`src/adcc_consts.vh`:
```
`ifndef ADCC_CONSTS_VH
`define ADCC_CONSTS_VH
// Conversion lengths in converter clock cycles
`define ADCC_NORMAL_CYCLES 5'd13
`define ADCC_FIRST_CYCLES 5'd25
// Result width and left-adjust shift
`define ADCC_RES_W 10
`define ADCC_LEFT_SHIFT 6
// Trigger-select code of the converter's own completion flag
`define ADCC_TRIG_SELF 3'h0
// Prescaler select reset value
`define ADCC_PRESC_RST 3'h0
// Reference select codes
`define ADCC_REF_PIN 2'h0
`define ADCC_REF_SUPPLY 2'h1
`define ADCC_REF_1V1 2'h2
`define ADCC_REF_2V56 2'h3
// Channel/gain select reset value
`define ADCC_CHAN_RST 5'h00
`endif

```
`src/adcc_conversion_control.v`:
```
`timescale 1ns/1ps
`default_nettype none
`include "adcc_consts.vh"
module adcc_conversion_control #(
    parameter TRIG_N = 8
) (
    input wire sys_clk,
    input wire rst_b,
    input wire converterEnableBit,
    input wire startConversionWr,
    input wire autoTriggerEnable,
    input wire [2:0] triggerSourceSelect,
    input wire [TRIG_N-1:0] triggerSources,
    input wire [2:0] prescalerSelect,
    input wire leftAdjustSelect,
    input wire [4:0] channelGainSelect,
    input wire [1:0] referenceSelect,
    input wire doneFlagClearWr,
    input wire vectorTaken,
    input wire doneIrqEnable,
    input wire resultLowRd,
    input wire resultHighRd,
    input wire [`ADCC_RES_W-1:0] compCode,
    output reg startConversionBit,
    output reg conversionDoneFlag,
    output reg conversionIrq,
    output reg [7:0] resultHighByte,
    output reg [7:0] resultLowByte,
    output reg convClkEn,
    output reg sampleStart,
    output reg [4:0] appliedChannel,
    output reg [1:0] appliedReference,
    output reg [1:0] gainCode,
    output reg singleEnded,
    output reg converterPowered
);
    reg rstMeta_r;
    reg rstSync_r;
    wire rstN = rstSync_r;

    // Two-stage reset release; assertion stays asynchronous
    always @(posedge sys_clk or negedge rst_b) begin
        if (!rst_b) begin
            rstMeta_r <= 1'b0;
            rstSync_r <= 1'b0;
        end else begin
            rstMeta_r <= 1'b1;
            rstSync_r <= rstMeta_r;
        end
    end

    reg [7:0] presc_r;
    reg [7:0] presc_nxt;
    reg busy_r;
    reg firstConv_r;
    reg [4:0] cycCnt_r;
    reg pendSw_r;
    reg trigPrev_r;
    reg blocked_r;
    wire trigSel = triggerSources[triggerSourceSelect];
    // Edge only: a source flag left set never retriggers until cleared
    wire trigEdge = autoTriggerEnable && trigSel && !trigPrev_r;
    wire selfTrig = autoTriggerEnable && (triggerSourceSelect == `ADCC_TRIG_SELF);
    wire [4:0] convLen = firstConv_r ? `ADCC_FIRST_CYCLES : `ADCC_NORMAL_CYCLES;
    reg tick;

    // Divider tap select: 2,2,4,8,16,32,64,128
    always @* begin
        presc_nxt = presc_r + 8'h01;
        case (prescalerSelect)
            3'h0: tick = presc_r[0];
            3'h1: tick = presc_r[0];
            3'h2: tick = &presc_r[1:0];
            3'h3: tick = &presc_r[2:0];
            3'h4: tick = &presc_r[3:0];
            3'h5: tick = &presc_r[4:0];
            3'h6: tick = &presc_r[5:0];
            default: tick = &presc_r[6:0];
        endcase
    end

    wire doneNow = busy_r && tick && (cycCnt_r == convLen - 5'd1);
    wire [`ADCC_RES_W-1:0] code = compCode;
    wire [15:0] leftWord = {code, 6'h00};
    wire [15:0] rightWord = {6'h00, code};
    wire [15:0] resWord = leftAdjustSelect ? leftWord : rightWord;

    // Conversion sequencer, prescaler and start logic
    always @(posedge sys_clk or negedge rstN) begin
        if (!rstN) begin
            presc_r <= 8'h00;
            busy_r <= 1'b0;
            firstConv_r <= 1'b1;
            cycCnt_r <= 5'h00;
            pendSw_r <= 1'b0;
            trigPrev_r <= 1'b0;
            startConversionBit <= 1'b0;
            sampleStart <= 1'b0;
            convClkEn <= 1'b0;
        end else begin
            trigPrev_r <= trigSel;
            sampleStart <= 1'b0;
            convClkEn <= converterEnableBit && tick;
            if (!converterEnableBit) begin
                presc_r <= 8'h00;
                busy_r <= 1'b0;
                firstConv_r <= 1'b1;
                pendSw_r <= 1'b0;
                startConversionBit <= 1'b0;
            end else if (trigEdge && !busy_r && !pendSw_r) begin
                presc_r <= 8'h00;
                busy_r <= 1'b1;
                cycCnt_r <= 5'h00;
                startConversionBit <= 1'b1;
                sampleStart <= 1'b1;
            end else begin
                presc_r <= presc_nxt;
                if (startConversionWr && !busy_r) begin
                    pendSw_r <= 1'b1;
                    startConversionBit <= 1'b1;
                end
                if (pendSw_r && tick) begin
                    pendSw_r <= 1'b0;
                    busy_r <= 1'b1;
                    cycCnt_r <= 5'h00;
                    sampleStart <= 1'b1;
                end else if (doneNow) begin
                    firstConv_r <= 1'b0;
                    cycCnt_r <= 5'h00;
                    if (selfTrig) begin
                        sampleStart <= 1'b1;
                    end else begin
                        busy_r <= 1'b0;
                        startConversionBit <= 1'b0;
                    end
                end else if (busy_r && tick) begin
                    cycCnt_r <= cycCnt_r + 5'd1;
                end
            end
        end
    end

    // Result bytes with low-then-high read lock
    always @(posedge sys_clk or negedge rstN) begin
        if (!rstN) begin
            blocked_r <= 1'b0;
            resultHighByte <= 8'h00;
            resultLowByte <= 8'h00;
        end else begin
            if (doneNow && !blocked_r) begin
                resultHighByte <= resWord[15:8];
                resultLowByte <= resWord[7:0];
            end // Discarded when blocked
            if (resultHighRd) begin
                blocked_r <= 1'b0;
            end else if (resultLowRd) begin
                blocked_r <= 1'b1;
            end
        end
    end

    // Completion flag: set wins over clear
    always @(posedge sys_clk or negedge rstN) begin
        if (!rstN) begin
            conversionDoneFlag <= 1'b0;
            conversionIrq <= 1'b0;
        end else begin
            if (doneNow) begin
                conversionDoneFlag <= 1'b1;
            end else if (doneFlagClearWr || vectorTaken) begin
                conversionDoneFlag <= 1'b0;
            end
            // Follows the flag's next value, so a clear drops it at once unless a completion comes in the same cycle
            conversionIrq <= doneIrqEnable && (doneNow
                || (conversionDoneFlag && !doneFlagClearWr && !vectorTaken));
        end
    end

    // Selections applied only when enabled and idle or on completion
    always @(posedge sys_clk or negedge rstN) begin
        if (!rstN) begin
            appliedChannel <= `ADCC_CHAN_RST;
            appliedReference <= `ADCC_REF_PIN;
            gainCode <= 2'h0;
            singleEnded <= 1'b1;
            converterPowered <= 1'b0;
        end else begin
            converterPowered <= converterEnableBit;
            if (converterEnableBit && (!busy_r || doneNow)) begin
                appliedChannel <= channelGainSelect;
                appliedReference <= referenceSelect;
                singleEnded <= (channelGainSelect[4:3] == 2'b00)
                    || (channelGainSelect[4:1] == 4'hF);
                // Gain: 08, 0A, 0C, 0E use amplified pairs, others unity
                case (channelGainSelect)
                    5'h08, 5'h0C: gainCode <= 2'h1; // 10x
                    5'h0A, 5'h0E: gainCode <= 2'h2; // 200x
                    default: gainCode <= 2'h0;
                endcase
            end
        end
    end
endmodule
`default_nettype wire

```
`config.mk`:
```
export PLATFORM = sky130hd
export DESIGN_NAME = adcc_conversion_control
export DESIGN_NICKNAME = d
export VERILOG_FILES = /design/src/adcc_conversion_control.v
export VERILOG_INCLUDE_DIRS = /design/src
export SDC_FILE = /design/constraint.sdc
export NUM_CORES = 1
export LEC_CHECK = 0
export BUFFER_PORTS_ARGS = -buffer_cell sky130_fd_sc_hd__buf_2
export CORE_MARGIN = 2
export CORE_UTILIZATION = 55
export CTS_BUF_LIST = sky130_fd_sc_hd__clkbuf_16
export DETAILED_ROUTE_END_ITERATION = 10
export PLACE_DENSITY = 0.84
export SLEW_MARGIN = 15
export SYNTH_ARGS = -nofsm -noshare
export SYNTH_HDL_FRONTEND = slang
export SYNTH_SLANG_ARGS = --single-unit
export TNS_END_PERCENT = 50
```
`constraint.sdc`:
```
create_clock -name sys_clk -period 3.8 [get_ports sys_clk]
set_clock_uncertainty 0.05 [all_clocks]
set_input_delay 0.76 -clock sys_clk [delete_from_list [all_inputs] [get_ports sys_clk]]
set_output_delay 0.76 -clock sys_clk [all_outputs]
set_load 0.02 [all_outputs]
```
# Word-level counts from Yosys, hierarchy flattened

Index checks and enable logic that the tools add are counted.

Input bits: 42
Word-level logic and storage cells: 127
Register bits: 52

Multiplexer cells: 40
Magnitude comparators: 1
Eq/ne operators: 18
Add/sub/neg operators: 3
Reductions and logical operators: 44

Operators by type and width:

| operator              | count |
|---|---|
| $mux W1               | 29 |
| $mux W5               | 5 |
| $eq A5 B4 Y1 const B  | 4 |
| $mux W16              | 1 |
| $mux W8               | 2 |
| $logic_and A1 B1 Y1   | 15 |
| $eq A3 B3 Y1 const B  | 3 |
| $add A8 B1 Y8 const B | 1 |
| $reduce_and A2 Y1     | 4 |
| $reduce_and A7 Y1     | 1 |
| $eq A3 B2 Y1 const B  | 2 |
| $logic_not A1 Y1      | 6 |
| $logic_not A3 Y1      | 2 |
| $pmux W1 S6           | 1 |
| $reduce_and A3 Y1     | 2 |
| $reduce_and A6 Y1     | 1 |
| $reduce_or A2 Y1      | 3 |
| $add A5 B1 Y5 const B | 1 |
| $eq A5 B5 Y1          | 1 |
| $reduce_and A5 Y1     | 1 |
| $sub A5 B1 Y5 const B | 1 |
| $eq A4 B4 Y1 const B  | 1 |
| $logic_or A1 B1 Y1    | 4 |
| $lt A3 B4 Y1 const B  | 1 |
| other kinds (12)      | 14 |

# Depth between registers and ports, before layout

Depth after elaboration: 9
Gate-level depth with buffers: 10
Mapped depth without buffers: 9

# Worst setup path before layout

No wires, ideal clock.

Path kind: reg-to-reg
From: reg presc_r[0]
To: reg resultHighByte[1]
Stages on the path, launching flop included: 11
Arrival: 2.153 ns
Data required time: 3.625 ns
Slack: 1.471 ns
Clock period less this slack: 2.329 ns
Cell sequence: dfrtp_1 > ha_1 > nand3_1 > inv_1 > ha_1 > nand2_1 > a21boi_0 > o31ai_2 > nor3_4 > buf_8 > mux2_4

Word-level cells in the longest chain between the ends: 5
Elaborated cells on any way between the ends: 10
Classes of those cells: mux: 1; reduce/logical: 9

Ends and longest elaborated chain:

| item                                            | line                          | source |
|---|---|---|
| from (decl)                                     | adcc_conversion_control.v:52  | `reg [7:0] presc_r;` |
| from (signal assigned)                          | adcc_conversion_control.v:117 | `presc_r <= presc_nxt;` |
| $reduce_and A7 Y1, or another cell as far along | adcc_conversion_control.v:78  | `default: tick = &presc_r[6:0];` |
| $pmux W1 S6 *                                   | adcc_conversion_control.v:70  | `case (prescalerSelect)` |
| $logic_and A1 B1 Y1 * (2 in series)             | adcc_conversion_control.v:82  | `wire doneNow = busy_r && tick && (cycCnt_r == convLen - 5'd1);` |
| $logic_and A1 B1 Y1 *                           | adcc_conversion_control.v:150 | `if (doneNow && !blocked_r) begin` |
| to (signal assigned)                            | adcc_conversion_control.v:151 | `resultHighByte <= resWord[15:8];` |
| to (decl)                                       | adcc_conversion_control.v:27  | `output reg [7:0] resultHighByte,` |

Every way passes the cells marked *; elsewhere a longest branch is shown, timed or not.
A chain may end at the register's enable or synchronous reset.

# Worst setup path in the final report

From: reg presc_r[0]
To: reg resultLowByte[4]

Word-level cells in the longest chain between the ends: 5
Elaborated cells on any way between the ends: 10
Classes of those cells: mux: 1; reduce/logical: 9

Ends and longest elaborated chain:

| item                                            | line                          | source |
|---|---|---|
| $reduce_and A7 Y1, or another cell as far along | adcc_conversion_control.v:78  |  |
| $pmux W1 S6 *                                   | adcc_conversion_control.v:70  |  |
| $logic_and A1 B1 Y1 * (2 in series)             | adcc_conversion_control.v:82  |  |
| $logic_and A1 B1 Y1 *                           | adcc_conversion_control.v:150 |  |
| to (signal assigned)                            | adcc_conversion_control.v:152 | `resultLowByte <= resWord[7:0];` |
| to (decl)                                       | adcc_conversion_control.v:28  | `output reg [7:0] resultLowByte,` |

Marks and branches as above.

==> report_table.html <==
<table>
<tr><th>Metric</th><th>Value</th></tr>
<tr><th colspan="2">Place</th></tr>
<tr><td>Quantity of I/O buffers inserted on ports</td><td>73</td></tr>
<tr><td>HPWL after detailed placement</td><td>3610 um</td></tr>
<tr><td>Placed inst area</td><td>0.00291 mm2</td></tr>
<tr><td>Final weighted congestion in routability-driven placement</td><td>0.840</td></tr>
<tr><th colspan="2">Cells and area</th></tr>
<tr><td>Proportion of layout cells with a drive suffix above 1</td><td>0.413</td></tr>
<tr><td>Number of nets in the layout</td><td>332</td></tr>
<tr><td>Antenna Diode Count</td><td>0</td></tr>
<tr><td>Area growth, synth to finish</td><td>22.0%</td></tr>
<tr><td>Share of the core filled with cells</td><td>0.699</td></tr>
<tr><td>Post-Layout Inst Area</td><td>0.00304 mm2</td></tr>
<tr><th colspan="2">Yosys</th></tr>
<tr><td>Post-Syn Nets</td><td>256</td></tr>
<tr><td>FF+latch count, synth</td><td>51</td></tr>
<tr><td>Fraction of synthesized cell area taken by the top area cell type</td><td>0.492</td></tr>
<tr><td>Leading post-synthesis cells by instance count</td><td>sky130_fd_sc_hd__dfrtp_1, sky130_fd_sc_hd__mux2_2, sky130_fd_sc_hd__nand2_1</td></tr>
<tr><td>Number of warnings printed during yosys synthesis</td><td>0</td></tr>
<tr><td>Syn Inst Count</td><td>209</td></tr>
<tr><td>Avg Synthesized Cell Area</td><td>11.9 um2</td></tr>
<tr><td>Sequential fraction of the synthesis area</td><td>0.513</td></tr>
<tr><td>Most instantiated library cell after synthesis</td><td>sky130_fd_sc_hd__dfrtp_1</td></tr>
<tr><td>Summed instance area of the synthesized netlist</td><td>0.00249 mm2</td></tr>
<tr><td>Count of different cell masters after synthesis</td><td>48</td></tr>
<tr><td>Top post-synthesis cells by area</td><td>sky130_fd_sc_hd__dfrtp_1, sky130_fd_sc_hd__mux2_2, sky130_fd_sc_hd__ha_1</td></tr>
<tr><td>Count of flip-flops with a built-in enable after synthesis</td><td>0</td></tr>
<tr><td>Largest area contributor in the netlist</td><td>sky130_fd_sc_hd__dfrtp_1</td></tr>
<tr><td>Async SR Flop Fraction</td><td>1.00</td></tr>
<tr><td>Most used DFF post-synth</td><td>sky130_fd_sc_hd__dfrtp_1</td></tr>
<tr><th colspan="2">Floorplanning</th></tr>
<tr><td>Total Die Area</td><td>0.00509 mm2</td></tr>
<tr><td>Area inside the core boundary</td><td>0.00435 mm2</td></tr>
<tr><td>Cell Rows</td><td>24</td></tr>
<tr><td>Floorplan die width</td><td>71.3 um</td></tr>
<tr><td>Die Ht</td><td>71.3 um</td></tr>
<tr><td>I/O pin count</td><td>74</td></tr>
<tr><td>Initial core utilization</td><td>0.573</td></tr>
<tr><th colspan="2">Clock tree</th></tr>
<tr><td>Clock latency on the worst-skew pair</td><td>0.28 ns</td></tr>
<tr><td>Clock-pin slew on the worst setup and hold paths</td><td>0.06 ns</td></tr>
<tr><td>CTS root buf</td><td>sky130_fd_sc_hd__clkbuf_16</td></tr>
<tr><td>Clock H-tree levels</td><td>2</td></tr>
<tr><td>Post-cts repair resize count</td><td>0</td></tr>
<tr><td>Buffer depth of the longest clock path</td><td>2</td></tr>
<tr><td>Sink Count</td><td>51</td></tr>
<tr><td>Total setup buffers inserted after CTS</td><td>0</td></tr>
<tr><td>Cts hold-fix bufs</td><td>0</td></tr>
<tr><td>TritonCTS Buffers</td><td>5</td></tr>
<tr><td>TritonCTS clock tree</td><td>done</td></tr>
<tr><th colspan="2">Setup path</th></tr>
<tr><td>Reg2reg path depth</td><td>9</td></tr>
<tr><td>Sort of element at the start of the critical path</td><td>register</td></tr>
<tr><td>Crit. End Element</td><td>register</td></tr>
<tr><td>Crit Path Category</td><td>register to register</td></tr>
<tr><td>Critical Path AT</td><td>3.09 ns</td></tr>
<tr><td>Top fanout value on the critical path</td><td>16</td></tr>
<tr><td>Critical path data required time</td><td>3.92 ns</td></tr>
<tr><th colspan="2">Routing</th></tr>
<tr><td>Routed Antenna Nets</td><td>0</td></tr>
<tr><td>Drt first-iter violations</td><td>87</td></tr>
<tr><td>Via/cell ratio</td><td>5.63</td></tr>
<tr><td>Wire length per cell</td><td>14.6 um</td></tr>
<tr><td>Number of optimization iterations in the first detailed-route pass</td><td>4</td></tr>
<tr><td>Post-detailed-route DRC marker count</td><td>0</td></tr>
<tr><td>Total wire length after detailed routing</td><td>4930 um</td></tr>
<tr><td>DR vias</td><td>1,902</td></tr>
<tr><th colspan="2">GRT</th></tr>
<tr><td>Via count of the first global-routing pass</td><td>1,805</td></tr>
<tr><td>Global-route wire length before repair</td><td>8350 um</td></tr>
<tr><td>Overflow after GRT</td><td>0</td></tr>
<tr><td>Number of antenna violations at the first check in global routing</td><td>0</td></tr>
<tr><td>Largest net degree at the start of global routing</td><td>50</td></tr>
<tr><td>Overall Global Routing Usage</td><td>0.205</td></tr>
<tr><th colspan="2">STA</th></tr>
<tr><td>Max Slew Vio Count</td><td>0</td></tr>
<tr><td>Final critical-path share of the clock period</td><td>0.783</td></tr>
<tr><td>Final count of negative-setup-slack endpoints</td><td>0</td></tr>
<tr><td>Total count of hold-check failures in the final report</td><td>0</td></tr>
<tr><td>Final critical-path required period</td><td>2.98 ns</td></tr>
<tr><td>Highest clock frequency the design can meet</td><td>336 MHz</td></tr>
<tr><td>Setup repair after global routing missed its margin</td><td>no</td></tr>
<tr><td>Actual transition at the worst max-transition pin</td><td>1.05 ns</td></tr>
<tr><td>Relative slew margins</td><td>0.300</td></tr>
<tr><td>Setup TNS</td><td>0 ns</td></tr>
<tr><th colspan="2">Power</th></tr>
<tr><td>Relative contribution of the clock network to total power</td><td>0.338</td></tr>
<tr><td>Combinational share of power</td><td>0.159</td></tr>
<tr><td>Sw Pwr</td><td>0.325 mW</td></tr>
<tr><td>Leakage power of the design</td><td>1.49 nW</td></tr>
<tr><td>Pwr dens</td><td>406 mW/mm2</td></tr>
<tr><td>Internal power of the cells</td><td>0.909 mW</td></tr>
<tr><td>Sequential power share</td><td>0.503</td></tr>
<tr><td>Total power after layout</td><td>1.23 mW</td></tr>
<tr><td>Switching fraction of total power</td><td>0.263</td></tr>
<tr><td>Maximum vdd drop</td><td>0.000310 V</td></tr>
<tr><th colspan="2">Run</th></tr>
<tr><td>MaxCap Viol Count</td><td>0</td></tr>
<tr><th colspan="2">Run status</th></tr>
<tr><td>Run status</td><td>finished clean</td></tr>
<tr><th colspan="2">Worst hold path</th></tr>
<tr><td>Type of the worst min-delay path</td><td>input pin to async pin</td></tr>
</table>
## placed cells by master, fill, tap and decap left out, types with 2 or more instances in the layout
master / netlist / final
sky130_fd_sc_hd__mux4_2: 2 / 2
sky130_fd_sc_hd__buf_2: 1 / 73
sky130_fd_sc_hd__buf_4: 0 / 2
sky130_fd_sc_hd__o21ai_0: 3 / 3
sky130_fd_sc_hd__nor3_1: 3 / 3
sky130_fd_sc_hd__nor2b_1: 8 / 8
sky130_fd_sc_hd__a211oi_1: 2 / 2
sky130_fd_sc_hd__o31ai_1: 2 / 2
sky130_fd_sc_hd__o31a_1: 2 / 2
sky130_fd_sc_hd__and3_1: 3 / 3
sky130_fd_sc_hd__clkbuf_16: 0 / 5
sky130_fd_sc_hd__dfrtp_1: 49 / 48
sky130_fd_sc_hd__mux2i_1: 6 / 6
sky130_fd_sc_hd__a21oi_1: 3 / 3
sky130_fd_sc_hd__xnor2_1: 2 / 2
sky130_fd_sc_hd__nor4_1: 3 / 3
sky130_fd_sc_hd__dfstp_2: 2 / 2
sky130_fd_sc_hd__ha_1: 5 / 5
sky130_fd_sc_hd__nor3b_1: 3 / 3
sky130_fd_sc_hd__a211o_1: 3 / 3
sky130_fd_sc_hd__clkinv_1: 0 / 2
sky130_fd_sc_hd__nand3_1: 8 / 8
sky130_fd_sc_hd__nor2_1: 12 / 12
sky130_fd_sc_hd__o21a_1: 4 / 4
sky130_fd_sc_hd__nor4b_1: 3 / 3
sky130_fd_sc_hd__mux2_2: 21 / 21
sky130_fd_sc_hd__mux2_4: 4 / 4
sky130_fd_sc_hd__inv_1: 14 / 15
sky130_fd_sc_hd__nand2_1: 16 / 16
## cells by family (layout without fill, tap and decap cells)
logic type	Yosys count	in the layout	synth area share
simple gates	67	67	0.145
flops	51	51	0.513
mux	33	33	0.161
compound gates	29	29	0.109
buf+inv	20	97	0.0351
fa+ha+maj	5	5	0.0251
xor+xnor	3	3	0.0105
other cells	1	1	0.00150
## critical path, stage by stage (launching register included)
cell and delay, ns:
sky130_fd_sc_hd__dfrtp_1 0.39, sky130_fd_sc_hd__ha_1 0.21, sky130_fd_sc_hd__nand3_1 0.19, sky130_fd_sc_hd__inv_1 0.12, sky130_fd_sc_hd__ha_1 0.14, sky130_fd_sc_hd__nand2_1 0.05
sky130_fd_sc_hd__a21boi_0 0.34, sky130_fd_sc_hd__o31ai_2 0.25, sky130_fd_sc_hd__nor3_4 0.71, sky130_fd_sc_hd__mux2_2 0.41
## stage by stage
| stage | setup WS [ns] | hold WS [ns] | instances |
|---|---|---|---|
| 2_1_floorplan | 1.47 | 0.281 | 209 |
| 3_3_place_gp | 0.919 | 0.286 | 330 |
| 3_5_place_dp | 0.781 | 0.287 | 330 |
| 4_1_cts | 0.781 | 0.196 | 338 |
| 5_1_grt | 0.533 | 0.192 | 338 |
| 6_report | 0.824 | 0.199 | 338 |
## cell type report
class	instances	area, um2
multi-input cells	138	1130
flip-flops and latches	51	1280
fillers	324	1310
well taps	52	65.1
clock buffers	5	125
repair buffers	75	380
clock inverters	3	11.3
inverters	14	52.6
## metal layers
layer / global-route usage / vias to the layer above / wire (um)
met3: 0.0394 / 5 / 253
met1: 0.284 / 937 / 2230
met4: 0.0503 / 0 / 51
met5: 0 / - / 0
met2: 0.335 / 62 / 2390
li1: - / 898 / -
## flip-flops by register name, summed over array words and instances (netlist names)
name,flops
rstMeta_r,1
convClkEn,1
trigPrev_r,1
appliedReference,2
conversionIrq,1
rstN,1
gainCode,2
startConversionBit,1
resultLowByte,8
pendSw_r,1
conversionDoneFlag,1
busy_r,1
presc_r,7
converterPowered,1
cycCnt_r,5
singleEnded,1
firstConv_r,1
blocked_r,1
sampleStart,1
appliedChannel,5
resultHighByte,8
## path summary, 6_finish.rpt
path,startpoint,to,slack (ns)
max,presc_r[0],resultLowByte[4],0.82
min,rst_b,rstN,0.20
max reg2reg,presc_r[0],resultLowByte[4],0.82
min reg2reg,rstMeta_r,rstN,0.30
max in group asynchronous,rstN,converterPowered,2.64
min in group sys_clk,rstMeta_r,rstN,0.30
## power by group through the flow
stage,Sequential (mW),Clock [mW],Combinational [mW]
CTS,0.621,0.424,0.198
finish,0.620,0.417,0.197
floorplan,0.658,0,0.0927
detailed placement,0.631,0,0.197
global placement,0.630,0,0.192
global route,0.627,0.454,0.216
Note: power is estimated with default switching activity, not from simulation.
